<file path="src/hw/tci_params.svh">
// named constants for the touch controller host port
// assumes a 100 MHz core clock and an open-drain bus resolved outside
`ifndef TCI_PARAMS_SVH
`define TCI_PARAMS_SVH
`define TCI_DEV_ADDR 7'h56
`define TCI_EXT_HI 8'hE0
`define TCI_TERM_ADDR 8'hFF
`define TCI_TERM_VAL 8'h00
`define TCI_INFO_ADDR 8'h0F
`define TCI_TIMEOUT_ADDR 8'h32
`define TCI_SYSCTL_ADDR 8'h33
`define TCI_ACK_BIT 0
`define TCI_SUSPEND_BIT 1
`define TCI_SOFT_RST_BIT 2
`define TCI_MAP_WORDS 64
`define TCI_EXT_WORDS 16
`define TCI_TIMEOUT_RST 16'h0064
`define TCI_CLK_PERIOD_NS 10
`define TCI_MS_NS 1000000
`define TCI_CYCLE_MS 10
`endif

</file>
<file path="src/hw/tci_pkg.sv">
// state types for the touch controller host port
// assumes tci_params.svh is on the include path
`default_nettype none
package tci_pkg;
  typedef enum logic [2:0] {TCI_ST_IDLE, TCI_ST_ADDR, TCI_ST_AACK, TCI_ST_WR, TCI_ST_WACK, TCI_ST_RD,
                            TCI_ST_RACK} tci_bus_st_t;
  typedef enum logic [1:0] {TCI_W_PROC, TCI_W_OPEN, TCI_W_SUSP} tci_win_st_t;
endpackage : tci_pkg
`default_nettype wire

</file>
<file path="src/hw/tci_host_port.sv">
// two-wire target port with ready line, window control and event gating
// assumes scl/sda/ready wires are resolved outside from the enables; event inputs are clk-domain pulses
`default_nettype none
`include "tci_params.svh"
module tci_host_port
  import tci_pkg::*;
#(
  parameter int MS_CYCLES = `TCI_MS_NS / `TCI_CLK_PERIOD_NS
) (
  input wire logic clk,
  input wire logic rst_n,
  input wire logic scl_in,
  output logic scl_out,
  output logic scl_oe,
  input wire logic sda_in,
  output logic sda_out,
  output logic sda_oe,
  output logic rdy_out,
  output logic rdy_oe,
  input wire logic event_mode_en,
  input wire logic comms_end_cmd,
  input wire logic comms_req_en,
  input wire logic gesture_window_trigger_en,
  input wire logic pad_motion_window_trigger_en,
  input wire logic channel_state_window_trigger_en,
  input wire logic retune_window_trigger_en,
  input wire logic lowpower_channel_trigger_en,
  input wire logic gesture_evt,
  input wire logic pad_motion_evt,
  input wire logic channel_state_evt,
  input wire logic [1:0] retune_evt,
  input wire logic lowpower_channel_evt,
  output logic show_reset,
  output logic [1:0] retune_done_flags,
  output logic soft_restart_command,
  output logic suspended
);
  // double-flop the pins; the third stage only serves edge detection
  logic scl_s1_r, scl_s2_r, scl_s3_r, sda_s1_r, sda_s2_r, sda_s3_r;
  always_ff @(posedge clk) begin
    if (!rst_n) begin
      {scl_s1_r, scl_s2_r, scl_s3_r} <= 3'h7;
      {sda_s1_r, sda_s2_r, sda_s3_r} <= 3'h7;
    end else begin
      {scl_s1_r, scl_s2_r, scl_s3_r} <= {scl_in, scl_s1_r, scl_s2_r};
      {sda_s1_r, sda_s2_r, sda_s3_r} <= {sda_in, sda_s1_r, sda_s2_r};
    end
  end
  logic scl_rise, scl_fall, bus_start, bus_stop;
  assign scl_rise = scl_s2_r & ~scl_s3_r;
  assign scl_fall = ~scl_s2_r & scl_s3_r;
  assign bus_start = scl_s2_r & scl_s3_r & ~sda_s2_r & sda_s3_r;
  assign bus_stop = scl_s2_r & scl_s3_r & sda_s2_r & ~sda_s3_r;

  // word storage; the map holds no reset so only control state below is defined at reset
  logic [15:0] map_mem [`TCI_MAP_WORDS];
  logic [15:0] ext_mem [`TCI_EXT_WORDS];
  logic [15:0] sysctl_r, sysctl_nxt, timeout_r, timeout_nxt;
  logic show_reset_r, show_reset_nxt;
  logic [1:0] retune_r, retune_nxt;

  function automatic logic tci_in_map(input logic [15:0] a);
    return a < 16'(`TCI_MAP_WORDS);
  endfunction : tci_in_map
  function automatic logic tci_in_ext(input logic [15:0] a);
    return (a[15:8] == `TCI_EXT_HI) && (a[7:0] < 8'(`TCI_EXT_WORDS));
  endfunction : tci_in_ext

  // read mux; unmapped words read as zero
  logic [15:0] ptr_r, ptr_nxt, rd_word;
  always_comb begin
    rd_word = 16'h0000;
    if (ptr_r == {8'h00, `TCI_SYSCTL_ADDR}) rd_word = sysctl_r;
    else if (ptr_r == {8'h00, `TCI_TIMEOUT_ADDR}) rd_word = timeout_r;
    else if (ptr_r == {8'h00, `TCI_INFO_ADDR}) rd_word = {13'h0000, show_reset_r, retune_r};
    else if (tci_in_map(ptr_r)) rd_word = map_mem[ptr_r[5:0]];
    else if (tci_in_ext(ptr_r)) rd_word = ext_mem[ptr_r[3:0]];
  end

  // bus engine state
  tci_bus_st_t st_r, st_nxt;
  tci_win_st_t wst_r, wst_nxt;
  logic [3:0] cnt_r, cnt_nxt;
  logic [7:0] sh_r, sh_nxt, lo_r, lo_nxt;
  logic [1:0] widx_r, widx_nxt;
  logic rw_r, rw_nxt, phase_r, phase_nxt;
  logic sda_oe_r, sda_oe_nxt, scl_oe_r, scl_oe_nxt;
  logic we, ctl_we, tmo_we, term_hit, req_hit, addr_hit, aack_go, byte_done;
  logic [15:0] wdata;
  logic [7:0] rx_byte;
  assign rx_byte = sh_r;
  assign aack_go = (st_r == TCI_ST_AACK) && (scl_fall || (scl_oe_r && wst_r == TCI_W_OPEN));
  assign byte_done = scl_fall && (cnt_r == 4'h8);

  always_comb begin
    st_nxt = st_r;
    cnt_nxt = cnt_r;
    sh_nxt = sh_r;
    lo_nxt = lo_r;
    widx_nxt = widx_r;
    rw_nxt = rw_r;
    phase_nxt = phase_r;
    ptr_nxt = ptr_r;
    sda_oe_nxt = sda_oe_r;
    scl_oe_nxt = scl_oe_r;
    we = 1'b0;
    ctl_we = 1'b0;
    tmo_we = 1'b0;
    term_hit = 1'b0;
    req_hit = 1'b0;
    addr_hit = 1'b0;
    wdata = {rx_byte, lo_r};
    if (bus_stop) begin
      st_nxt = TCI_ST_IDLE;
      sda_oe_nxt = 1'b0;
      scl_oe_nxt = 1'b0;
    end else if (bus_start) begin
      st_nxt = TCI_ST_ADDR;
      cnt_nxt = 4'h0;
      widx_nxt = 2'h0;
      phase_nxt = 1'b0; // a repeated start re-reads the current word from byte 0
      sda_oe_nxt = 1'b0;
    end else begin
      unique case (st_r)
        TCI_ST_IDLE: ;
        TCI_ST_ADDR, TCI_ST_WR: begin
          if (scl_rise) begin
            sh_nxt = {sh_r[6:0], sda_s2_r};
            cnt_nxt = cnt_r + 4'h1;
          end else if (byte_done && st_r == TCI_ST_ADDR) begin
            if (sh_r[7:1] == `TCI_DEV_ADDR) begin
              st_nxt = TCI_ST_AACK;
              rw_nxt = sh_r[0];
              addr_hit = 1'b1;
              sda_oe_nxt = 1'b1;
            end else begin
              st_nxt = TCI_ST_IDLE;
            end
          end else if (byte_done) begin
            st_nxt = TCI_ST_WACK;
            sda_oe_nxt = 1'b1;
            if (widx_r == 2'h0) begin
              ptr_nxt = (rx_byte == `TCI_EXT_HI) ? {rx_byte, 8'h00} : {8'h00, rx_byte};
              widx_nxt = (rx_byte == `TCI_EXT_HI) ? 2'h1 : 2'h2;
              phase_nxt = 1'b0;
            end else if (widx_r == 2'h1) begin
              ptr_nxt = {ptr_r[15:8], rx_byte};
              widx_nxt = 2'h2;
            end else if (!phase_r) begin
              lo_nxt = rx_byte;
              phase_nxt = 1'b1;
              if (ptr_r == {8'h00, `TCI_TERM_ADDR} && rx_byte == `TCI_TERM_VAL) begin
                term_hit = (wst_r == TCI_W_OPEN);
                req_hit = (wst_r != TCI_W_OPEN) && comms_req_en;
              end
            end else begin
              phase_nxt = 1'b0;
              ptr_nxt = ptr_r + 16'h0001;
              if (wst_r == TCI_W_OPEN) begin
                ctl_we = (ptr_r == {8'h00, `TCI_SYSCTL_ADDR});
                tmo_we = (ptr_r == {8'h00, `TCI_TIMEOUT_ADDR});
                we = ~ctl_we & ~tmo_we;
              end
            end
          end
        end
        TCI_ST_AACK: begin
          if (aack_go && wst_r != TCI_W_OPEN && !comms_req_en) begin
            scl_oe_nxt = 1'b1;
          end else if (aack_go) begin
            scl_oe_nxt = 1'b0;
            cnt_nxt = 4'h0;
            if (rw_r) begin
              st_nxt = TCI_ST_RD;
              sh_nxt = phase_r ? rd_word[15:8] : rd_word[7:0];
              sda_oe_nxt = phase_r ? ~rd_word[15] : ~rd_word[7];
              phase_nxt = ~phase_r;
              if (phase_r) ptr_nxt = ptr_r + 16'h0001;
            end else begin
              st_nxt = TCI_ST_WR;
              sda_oe_nxt = 1'b0;
            end
          end
        end
        TCI_ST_WACK: begin
          if (scl_fall) begin
            st_nxt = TCI_ST_WR;
            cnt_nxt = 4'h0;
            sda_oe_nxt = 1'b0;
          end
        end
        TCI_ST_RD: begin
          if (scl_rise) begin
            cnt_nxt = cnt_r + 4'h1;
          end else if (byte_done) begin
            st_nxt = TCI_ST_RACK;
            sda_oe_nxt = 1'b0;
          end else if (scl_fall) begin
            sh_nxt = {sh_r[6:0], 1'b0};
            sda_oe_nxt = ~sh_r[6];
          end
        end
        TCI_ST_RACK: begin
          if (scl_rise && sda_s2_r) begin
            st_nxt = TCI_ST_IDLE; // master nack ends the read
          end else if (scl_fall) begin
            st_nxt = TCI_ST_RD;
            cnt_nxt = 4'h0;
            sh_nxt = phase_r ? rd_word[15:8] : rd_word[7:0];
            sda_oe_nxt = phase_r ? ~rd_word[15] : ~rd_word[7];
            phase_nxt = ~phase_r;
            if (phase_r) ptr_nxt = ptr_r + 16'h0001;
          end
        end
        default: st_nxt = TCI_ST_IDLE; // the eighth code is unused; fall back to idle
      endcase
    end
  end

  always_ff @(posedge clk) begin
    if (!rst_n) begin
      st_r <= TCI_ST_IDLE;
      cnt_r <= 4'h0;
      sh_r <= 8'h00;
      lo_r <= 8'h00;
      widx_r <= 2'h0;
      rw_r <= 1'b0;
      phase_r <= 1'b0;
      ptr_r <= 16'h0000;
      sda_oe_r <= 1'b0;
      scl_oe_r <= 1'b0;
    end else begin
      st_r <= st_nxt;
      cnt_r <= cnt_nxt;
      sh_r <= sh_nxt;
      lo_r <= lo_nxt;
      widx_r <= widx_nxt;
      rw_r <= rw_nxt;
      phase_r <= phase_nxt;
      ptr_r <= ptr_nxt;
      sda_oe_r <= sda_oe_nxt;
      scl_oe_r <= scl_oe_nxt;
    end
  end

  // word writes land only inside an open window
  always_ff @(posedge clk) begin
    if (we && tci_in_map(ptr_r)) map_mem[ptr_r[5:0]] <= wdata;
    if (we && tci_in_ext(ptr_r)) ext_mem[ptr_r[3:0]] <= wdata;
  end

  // window control: processing ticks, timeout, close conditions, session-end actions
  logic [16:0] ms_cnt_r, ms_cnt_nxt;
  logic [7:0] cyc_ms_r, cyc_ms_nxt;
  logic [15:0] tmo_ms_r, tmo_ms_nxt;
  logic evt_pend_r, evt_pend_nxt, req_pend_r, req_pend_nxt, term_r, term_nxt;
  logic serviced_r, serviced_nxt, soft_rst_r, soft_rst_nxt;
  logic ms_tick, cycle_tick, evt_mode, evt_hit, timeout_hit, win_close, ack_wr;
  assign ms_tick = (ms_cnt_r == 17'(MS_CYCLES - 1));
  assign cycle_tick = ms_tick && (cyc_ms_r == 8'(`TCI_CYCLE_MS - 1));
  assign evt_mode = event_mode_en && !show_reset_r;
  assign evt_hit = (gesture_evt && gesture_window_trigger_en)
                 || (pad_motion_evt && pad_motion_window_trigger_en)
                 || (channel_state_evt && channel_state_window_trigger_en)
                 || ((|retune_evt) && retune_window_trigger_en)
                 || (lowpower_channel_evt && lowpower_channel_trigger_en);
  assign timeout_hit = !serviced_r && (timeout_r != 16'h0000) && (tmo_ms_r >= timeout_r);
  assign win_close = (wst_r == TCI_W_OPEN)
                   && (timeout_hit
                       || (bus_stop && !comms_end_cmd)
                       || (bus_stop && (term_r || term_hit)));
  assign ack_wr = ctl_we && wdata[`TCI_ACK_BIT];

  always_comb begin
    wst_nxt = wst_r;
    ms_cnt_nxt = ms_tick ? 17'h00000 : ms_cnt_r + 17'h00001;
    cyc_ms_nxt = cycle_tick ? 8'h00 : (ms_tick ? cyc_ms_r + 8'h01 : cyc_ms_r);
    tmo_ms_nxt = (wst_r != TCI_W_OPEN) ? 16'h0000 : (ms_tick ? tmo_ms_r + 16'h0001 : tmo_ms_r);
    evt_pend_nxt = evt_pend_r || evt_hit;
    req_pend_nxt = req_pend_r || req_hit;
    term_nxt = term_r || term_hit;
    // a stretched access that the opening window releases also counts as service
    serviced_nxt = serviced_r || (addr_hit && wst_r == TCI_W_OPEN) || (scl_oe_r && wst_r == TCI_W_OPEN);
    sysctl_nxt = ctl_we ? {wdata[15:1], 1'b0} : sysctl_r; // ack bit is a strobe, never stored
    timeout_nxt = tmo_we ? wdata : timeout_r;
    show_reset_nxt = ack_wr ? 1'b0 : show_reset_r;
    retune_nxt = retune_r;
    soft_rst_nxt = 1'b0;
    unique case (wst_r)
      TCI_W_PROC: begin
        if (cycle_tick && (!evt_mode || evt_pend_r || evt_hit || req_pend_r || scl_oe_r)) begin
          wst_nxt = TCI_W_OPEN;
          evt_pend_nxt = 1'b0;
          req_pend_nxt = 1'b0;
        end
      end
      TCI_W_OPEN: begin
        if (win_close) begin
          term_nxt = 1'b0;
          serviced_nxt = 1'b0;
          retune_nxt = 2'h0; // flags last exactly one window
          wst_nxt = sysctl_nxt[`TCI_SUSPEND_BIT] ? TCI_W_SUSP : TCI_W_PROC;
          if (sysctl_nxt[`TCI_SOFT_RST_BIT]) begin
            soft_rst_nxt = 1'b1;
            show_reset_nxt = 1'b1;
            sysctl_nxt = 16'h0000;
            timeout_nxt = `TCI_TIMEOUT_RST;
            evt_pend_nxt = 1'b0;
            wst_nxt = TCI_W_PROC;
          end
        end
      end
      TCI_W_SUSP: begin
        if (scl_oe_r || req_pend_r) begin
          wst_nxt = TCI_W_OPEN; // forced comms wakes
          req_pend_nxt = 1'b0;
        end
      end
      default: wst_nxt = TCI_W_PROC;
    endcase
    if (retune_window_trigger_en) retune_nxt = retune_nxt | retune_evt; // set wins over clear
  end

  always_ff @(posedge clk) begin
    if (!rst_n) begin
      wst_r <= TCI_W_PROC;
      ms_cnt_r <= 17'h00000;
      cyc_ms_r <= 8'h00;
      tmo_ms_r <= 16'h0000;
      evt_pend_r <= 1'b0;
      req_pend_r <= 1'b0;
      term_r <= 1'b0;
      serviced_r <= 1'b0;
      sysctl_r <= 16'h0000;
      timeout_r <= `TCI_TIMEOUT_RST;
      show_reset_r <= 1'b1;
      retune_r <= 2'h0;
      soft_rst_r <= 1'b0;
    end else begin
      wst_r <= wst_nxt;
      ms_cnt_r <= ms_cnt_nxt;
      cyc_ms_r <= cyc_ms_nxt;
      tmo_ms_r <= tmo_ms_nxt;
      evt_pend_r <= evt_pend_nxt;
      req_pend_r <= req_pend_nxt;
      term_r <= term_nxt;
      serviced_r <= serviced_nxt;
      sysctl_r <= sysctl_nxt;
      timeout_r <= timeout_nxt;
      show_reset_r <= show_reset_nxt;
      retune_r <= retune_nxt;
      soft_rst_r <= soft_rst_nxt;
    end
  end

  // pin and status outputs; the open-drain data levels are always low
  logic rdy_oe_r, susp_r;
  always_ff @(posedge clk) begin
    if (!rst_n) begin
      rdy_oe_r <= 1'b0;
      susp_r <= 1'b0;
    end else begin
      rdy_oe_r <= (wst_nxt == TCI_W_OPEN);
      susp_r <= (wst_nxt == TCI_W_SUSP);
    end
  end
  logic zero_r;
  always_ff @(posedge clk) zero_r <= 1'b0;
  assign scl_out = zero_r;
  assign sda_out = zero_r;
  assign rdy_out = zero_r;
  assign scl_oe = scl_oe_r;
  assign sda_oe = sda_oe_r;
  assign rdy_oe = rdy_oe_r;
  assign show_reset = show_reset_r;
  assign retune_done_flags = retune_r;
  assign soft_restart_command = soft_rst_r;
  assign suspended = susp_r;

  // checks
  a_rdy_window: assert property (@(posedge clk) disable iff (!rst_n)
    rdy_oe_r == (wst_r == TCI_W_OPEN)) else $error("ready line disagrees with window");
  a_addr_filter: assert property (@(posedge clk) disable iff (!rst_n)
    (st_r == TCI_ST_ADDR && byte_done && !bus_start && !bus_stop && sh_r[7:1] != `TCI_DEV_ADDR)
    |=> st_r == TCI_ST_IDLE && !sda_oe_r) else $error("foreign address acknowledged");
  a_stretch_cause: assert property (@(posedge clk) disable iff (!rst_n)
    $rose(scl_oe_r) |-> $past(wst_r) != TCI_W_OPEN && !$past(comms_req_en)) else $error("bad stretch");
  a_timeout_close: assert property (@(posedge clk) disable iff (!rst_n)
    (wst_r == TCI_W_OPEN && timeout_hit) |=> wst_r != TCI_W_OPEN) else $error("timeout kept window");
  a_stop_close: assert property (@(posedge clk) disable iff (!rst_n)
    (wst_r == TCI_W_OPEN && bus_stop && !comms_end_cmd) |=> !rdy_oe_r) else $error("stop kept window");
  a_end_cmd_hold: assert property (@(posedge clk) disable iff (!rst_n)
    (wst_r == TCI_W_OPEN && bus_stop && comms_end_cmd && !term_r && !term_hit && !timeout_hit)
    |=> wst_r == TCI_W_OPEN) else $error("window closed without terminate");
  a_event_gate: assert property (@(posedge clk) disable iff (!rst_n)
    (wst_r == TCI_W_PROC && cycle_tick && evt_mode && !evt_pend_r && !evt_hit && !req_pend_r && !scl_oe_r)
    |=> wst_r == TCI_W_PROC) else $error("window without event");
  a_free_run: assert property (@(posedge clk) disable iff (!rst_n)
    (wst_r == TCI_W_PROC && cycle_tick && !evt_mode) |=> rdy_oe_r) else $error("cycle skipped window");
  a_reset_flag: assert property (@(posedge clk) disable iff (!rst_n)
    $fell(show_reset_r) |-> $past(ack_wr)) else $error("reset flag cleared without ack");
  a_restart_after: assert property (@(posedge clk) disable iff (!rst_n)
    soft_rst_r |-> $past(wst_r) == TCI_W_OPEN && wst_r == TCI_W_PROC) else $error("restart outside close");
  c_event_window: cover property (@(posedge clk) disable iff (!rst_n)
    wst_r == TCI_W_PROC && evt_mode && evt_pend_r ##1 wst_r == TCI_W_OPEN);
  c_timeout: cover property (@(posedge clk) disable iff (!rst_n) wst_r == TCI_W_OPEN && timeout_hit);
  c_terminate: cover property (@(posedge clk) disable iff (!rst_n) win_close && term_r);
  c_stretch: cover property (@(posedge clk) disable iff (!rst_n) $fell(scl_oe_r));
endmodule : tci_host_port
`default_nettype wire

</file>
<file path="config.mk">
export PLATFORM = sky130hd
export DESIGN_NAME = tci_host_port
export DESIGN_NICKNAME = d
export VERILOG_FILES = /design/src/hw/tci_pkg.sv /design/src/hw/tci_host_port.sv
export VERILOG_INCLUDE_DIRS = /design/src /design/src/hw
export SDC_FILE = /design/constraint.sdc
export NUM_CORES = 2
export LEC_CHECK = 0
export ABC_AREA = 1
export ABC_CLOCK_PERIOD_IN_PS = 8400
export BUFFER_PORTS_ARGS = -buffer_cell sky130_fd_sc_hd__buf_2
export CAP_MARGIN = 10
export CORE_UTILIZATION = 57
export DETAILED_ROUTE_END_ITERATION = 8
export HOLD_SLACK_MARGIN = 0.1
export PLACE_DENSITY = 0.75
export SYNTH_ARGS = -nofsm -noshare
export SYNTH_HDL_FRONTEND = slang
export SYNTH_SLANG_ARGS = --single-unit
</file>
<file path="constraint.sdc">
create_clock -name clk -period 8.4 [get_ports clk]
set_clock_uncertainty 0.15 [all_clocks]
set_input_delay 0.84 -clock clk [delete_from_list [all_inputs] [get_ports clk]]
set_output_delay 0.84 -clock clk [all_outputs]
set_load 0.005 [all_outputs]
</file>
[Word-level counts from Yosys, hierarchy flattened]
Memory sizes are Yosys's and may differ from the RTL's. A register that Yosys moved wholly into a read port is not among the register bits.
Cells that the tools add are included.
Word-level totals
  register bits after elaboration: 136
  RAM bits: 1280
  input bits: 18
  output and inout port bits: 11
  word-level logic and storage cells: 398
  memories kept: 2
Memory list
  map_mem: words 64, bits a word 16, rd ports 1, clocked after Yosys merged registers in 1, wr ports 1, line tci_host_port.sv:56  | logic [15:0] map_mem [`TCI_MAP_WORDS];
  ext_mem: words 16, bits a word 16, rd ports 1, clocked after Yosys merged registers in 1, wr ports 1, line tci_host_port.sv:57  | logic [15:0] ext_mem [`TCI_EXT_WORDS];
Operators by class
  add/subtract/negate cells: 5
  $lt $le $gt $ge: 3
  eq/ne operators: 59
  mux-type cells: 185
  bitwise operators: 27
  reductions and logical operators: 84
Operators by type and width (number)
  $mux W16: 25
  $mux W1: 103
  $mux W8: 10
  $ne A3 B3 Y1 const B: 16
  $pmux W16 S3: 1
  $mux W2: 17
  $mux W3: 11
  $reduce_and A11 Y1: 3
  $add A16 B1 Y16 const B: 2
  $eq A16 B6 Y1 const B: 2
  $mux W4: 8
  $ne A2 B2 Y1 const B: 16
  $pmux W8 S4: 1
  $logic_and A1 B1 Y1: 27
  $reduce_and A9 Y1: 3
  $reduce_and A12 Y1: 2
  $not A1 Y1: 18
  $pmux W3 S6: 1
  $reduce_and A6 Y1: 3
  $add A17 B1 Y17 const B: 1
  $eq A17 B17 Y1 const B: 1
  $logic_or A1 B1 Y1: 17
  $eq A16 B4 Y1 const B: 1
  $eq A16 B8 Y1 const B: 1
  other kinds (37): 73

[Depth between registers and ports, before layout]
  depth in word-level cells: 20
  mapped depth: 19
  depth with buffers taken out: 17

[Worst setup path before layout]
OpenSTA, ideal clock, no wires.
  kind: flip-flop to flip-flop
  from: register cnt_r[0]
  to: memory map_mem[12][0] (enable)
  library setup time: 0.430 ns
  data arrival time: 3.441 ns
  data required time: 7.820 ns
  setup slack: 4.379 ns
  cell stages (with the launch flop): 14
  path buffers: 0
  period minus slack after synthesis: 4.021 ns
  cell sequence: dfxtp_1 inv_1 ha_1 nand3_1 nor2_4 nand3_2 inv_2 nor3_2 nand2_1 nor4_2 nand2_1 nor2_4 nand3_2 nor4_1
Between the ends
  longest elaborated chain between the ends: 11
  elaborated cells between the ends (all ways): 12
  those cells by class: eq/ne (1); mux (8); reduce/logical (3)
Ends and longest elaborated chain
  from (decl): line tci_host_port.sv:83  | logic [3:0] cnt_r, cnt_nxt;
  from (signal assigned): line tci_host_port.sv:234  | cnt_r <= cnt_nxt;
  $eq A4 B4 Y1 *: line tci_host_port.sv:93  | assign byte_done = scl_fall && (cnt_r == 4'h8);
  $logic_and A1 B1 Y1 *: line tci_host_port.sv:93
  $mux W1 / $logic_and A1 B1 Y1 (equally long branches): line tci_host_port.sv:139, tci_host_port.sv:130
  $mux W1 *: line tci_host_port.sv:130  | end else if (byte_done && st_r == TCI_ST_ADDR) begin
  $mux W1 *: line tci_host_port.sv:127  | if (scl_rise) begin
  $mux W1 *: line tci_host_port.sv:124  | unique case (st_r)
  $mux W1 *: line tci_host_port.sv:117  | end else if (bus_start) begin
  $mux W1 *: line tci_host_port.sv:113  | if (bus_stop) begin
  $logic_and A1 B1 Y1 *: line tci_host_port.sv:248  | if (we && tci_in_map(ptr_r)) map_mem[ptr_r[5:0]] <= wdata;
  $mux W1 *: line tci_host_port.sv:248
  $mux W1 (not written as such) *: line tci_host_port.sv:248
  to (decl): line tci_host_port.sv:56
Mark *: on every way between the ends. The rest lies on a longest branch, timed or not.

==> reports/results.md <==
| Group | Parameter | This run |
|---|---|---|
| status | Run status | complete, no violations |
| clocking | Worst skew pair latency | 0.74 ns |
| sta | Unrepaired setup endpoints after global routing | no |
| critical path | Slowest stage delay, CP | 0.87 ns |
| finish | Ant. Diodes | 0 |
| critical path | Critical path, cell by cell | buf_4 -> buf_4 -> nand2_1 -> nand3_1 -> nand3_1 -> nand2_1 -> nand2_1 -> nand2_1 -> nand2_1 -> nand3_1 -> nand3_1 -> nand2_1 -> nand2_1 -> nand2_1 -> nand2_1 -> nand3_1 -> nand2_1 -> a21oi_1 |
| synth | Portion of synthesized cell area occupied by the leading cell type | 0.654 |
| clocking | CTS tree | yes |
| routing | Number of DRC markers in iteration 0 | 5,422 |
| sta | Part of the cycle the worst path needs | 0.583 |
| synth | Cell type with the highest aggregate area in the netlist | edfxtp_1 |
| critical path | Largest delay contributor family on the critical path | simple AND/OR/NAND/NOR gates |
| finish | Fin nets | 5,296 |
| global route | First-pass GRT wire length | 232,000 µm |
| finish | Area growth syn-to-layout | 9.97% |
| sta | Worst slew margin | 0.184 |
| clocking | Clock buffers created by TritonCTS | 141 |
| power | Worst IR Drop VDD | 0.000252 V |
| finish | Fraction of final layout cells sized beyond drive strength 1 | 0.0734 |
| worst hold path | Hold Crit Start | sda_in |
| clocking | Total of hold buffers inserted after clock tree synthesis | 0 |
| critical path | Worst-path cell with the longest stage delay | buf_4 |
| routing | Vias | 41.0k |
| global route | Initial antenna violation count | 1 |
| clocking | Clock Root Buffer | clkbuf_16 |
| power | Part of the total power dissipated in sequential elements | 0.418 |
| floorplan | Top-level I/O count | 29 |
| floorplan | Site Rows | 117 |
| power | Logic gate share of total power | 0.281 |
| routing | WL per Instance | 22.8 µm |
| power | Clock network fraction of design power | 0.301 |
| critical path | Most used cell, CP | nand2_1 |
| synth | Cell types occupying the most area after synthesis | edfxtp_1 65%, nand2_1 8.3%, nand3_1 6.0% |
| sta | Pin slew with the least headroom to its limit | 1.22 ns |
| placement | Quantity of I/O buffers inserted on ports | 25 |
| sta | Fin crit period | 4.90 ns |
| global route | Global routing usage summed across all routing layers | 0.296 |
| clocking | Clock-pin slew on the worst setup and hold paths | 0.06 ns |
| worst hold path | Worst Hold Class | in -> reg |
| global route | Aggregate global routing overflow | 0 |
| synth | Most numerous cell types in the synthesized netlist | 1,295 x nand2_1, 1,280 x edfxtp_1, 709 x nand3_1 |
| routing | Post-DRT Antenna Nets | 0 |
| floorplan | Core region area | 102,000 µm² |
| critical path | Data arrival time of the critical path | 5.40 ns |
| synth | Area of the mapped netlist | 58,800 µm² |
| clocking | Number of levels in the clock H-tree | 4 |
| routing | Routed wire length | 153,000 µm |
| clocking | Number of gates resized after CTS | 0 |
| routing | Total iterations of the first detailed-routing run | 6 |
| clocking | Number of buffers added for setup after CTS | 0 |
| floorplan | Vert. Die Dim | 323 µm |
| routing | DR DRC count | 0 |
| power | Switching power | 6.94 mW |
| global route | Number of global-route vias before repair | 39.4k |
| sta | Final setup TNS | 0 ns |
| power | Switch share | 0.354 |
| power | P per Cell Area | 303 nW/µm² |
| sta | Number of pins with negative max-slew slack in the final report | 0 |
| placement | Placement-stage cell area | 60,400 µm² |
| synth | Share of synthesized area occupied by flip-flops and latches | 0.702 |
| power | Lkg Pwr | 23.5 nW |
| routing | Average via count per standard cell | 6.10 |
| global route | Pin count of the biggest net entering global routing | 191 |
| sta | Fmax | 0.204 GHz |
| critical path | Required @ worst endpoint | 8.90 ns |
| critical path | Crit start category | flip-flop |
| synth | Post-synthesis cell type count | 50 |
| floorplan | Effective utilization at floorplan | 0.576 |
| sta | Number of setup violations in the final report | 0 |
| synth | Warnings from Yosys | 0 |
| floorplan | Die Width | 323 µm |
| finish | Cell area after layout | 64,700 µm² |
| critical path | Combined buffer and inverter count along the critical path | 2 |
| clocking | Clock net sink count | 1,422 |
| floorplan | Die Outline Area | 104,000 µm² |
| synth | Number of flip-flops and latches in the synthesized netlist | 1,422 |
| synth | Number of enable flip-flop cells after synthesis | 1,280 |
| synth | Most used flip-flop cell after synthesis | edfxtp_1 |
| flow run | Max Cap Violations | 0 |
| placement | Gp weighted congestion | 0.910 |
| clocking | Maximum root-to-sink buffer count | 3 |
| power | Cell-internal power | 12.7 mW |
| synth | Number of cells produced by synthesis | 5,281 |
| synth | Most numerous cell in the Yosys netlist | nand2_1 |
| critical path | Path type of the worst setup path | reg -> reg |
| synth | Post-synthesis async set-or-reset flop share | 0 |
| synth | Post-synthesis average cell area | 11.1 µm² |
| placement | Hpwl dp | 83,200 µm |
| sta | Hold Violations, Final | 0 |
| critical path | Critical path capture point type | flip-flop |
| critical path | CP Max Fanout | 89 |
layer usage:
metal,wire length [µm],global-route usage,vias up
met5,0,0,-
li1,-,-,18500
met1,58100,0.395,19700
met2,71700,0.471,2347
met4,7020,0.134,0
met3,16200,0.0580,426
kinds of logic (layout without fill, tap and decap cells):
kind of cell	after synthesis	count (layout)	share of synthesized area
compound gates	696	696	0.0679
fa+ha+maj	26	26	0.00553
flops	1422	1422	0.702
mux	1	1	0.000170
xor+xnor	12	12	0.00179
buf+inv	526	596	0.0361
simple gates	2597	2597	0.187
other cells	1	3	0.0000638
layout make-up:
type,count,area (µm²)
Sequential cell,1422,41300
Fill cell,7589,37400
Multi-Input combinational cell,3335,15500
Clock buffer,185,3860
Tap cell,1368,1710
Timing Repair Buffer,143,1100
Inverter,209,805
Clock inverter,59,403
registers in the layout (all words and copies together), names as in the netlist, 2 cells and up, named ones only:
| name | count |
|---|---|
| cnt_r | 4 |
| sysctl_r | 16 |
| tmo_ms_r | 16 |
| wst_r | 2 |
| map_mem | 1024 |
| cyc_ms_r | 8 |
| ms_cnt_r | 17 |
| lo_r | 8 |
| timeout_r | 16 |
| ext_mem | 256 |
| ptr_r | 16 |
| retune_done_flags | 2 |
| widx_r | 2 |
| rx_byte | 8 |
| st_r | 3 |
power groups by stage:
stage	Sequential [mW]	Combinational, mW	Clock [mW]
floorplan	8.19	3.67	0
global placement	8.33	5.28	0
detailed placement	8.33	5.37	0
CTS	8.18	5.41	5.95
global route	8.20	6.01	6.23
finish	8.19	5.51	5.90
worst paths after layout:
path / depth (start not counted) / slack (ns) / endpoint
max: 18 / 3.50 / rx_byte[1]
max reg2reg: 18 / 3.50 / rx_byte[1]
min reg2reg: 1 / 0.26 / sda_s2_r
min: 2 / 0.13 / sda_s1_r
cell usage in the layout, fill, tap and decap left out, types with 24 or more instances in the layout:
cell       Yosys  final
a21oi_1      152    152
buf_2         97     25
buf_4          5    111
clkbuf_1     182     35
clkbuf_16      0    148
clkinv_1       1     35
dfxtp_1      142    122
edfxtp_1    1280   1280
ha_1          26     26
inv_1        194    192
nand2_1     1295   1295
nand3_1      709    709
nand4_1       24     24
nor2_1       481    476
nor3_1        30     30
o211ai_1      47     47
o21ai_0      327    327
o221ai_1      47     47
o22ai_1       38     38
o31ai_1       24     24
through the flow:
step                total power, mW  hold slack [ns]  worst slack, ns  std cells   util
CTS                            19.5            0.105             3.76       6721  0.634
finish                         19.6            0.134             3.50       6721  0.634
global route                   20.4            0.126             3.26       6721  0.634
detailed placement             13.7            0.248             3.79       6477  0.592
floorplan                      11.9            0.243             4.38       5283      -
global placement               13.6            0.247             3.77       6477  0.592
Power figures use the tool's default switching activity.
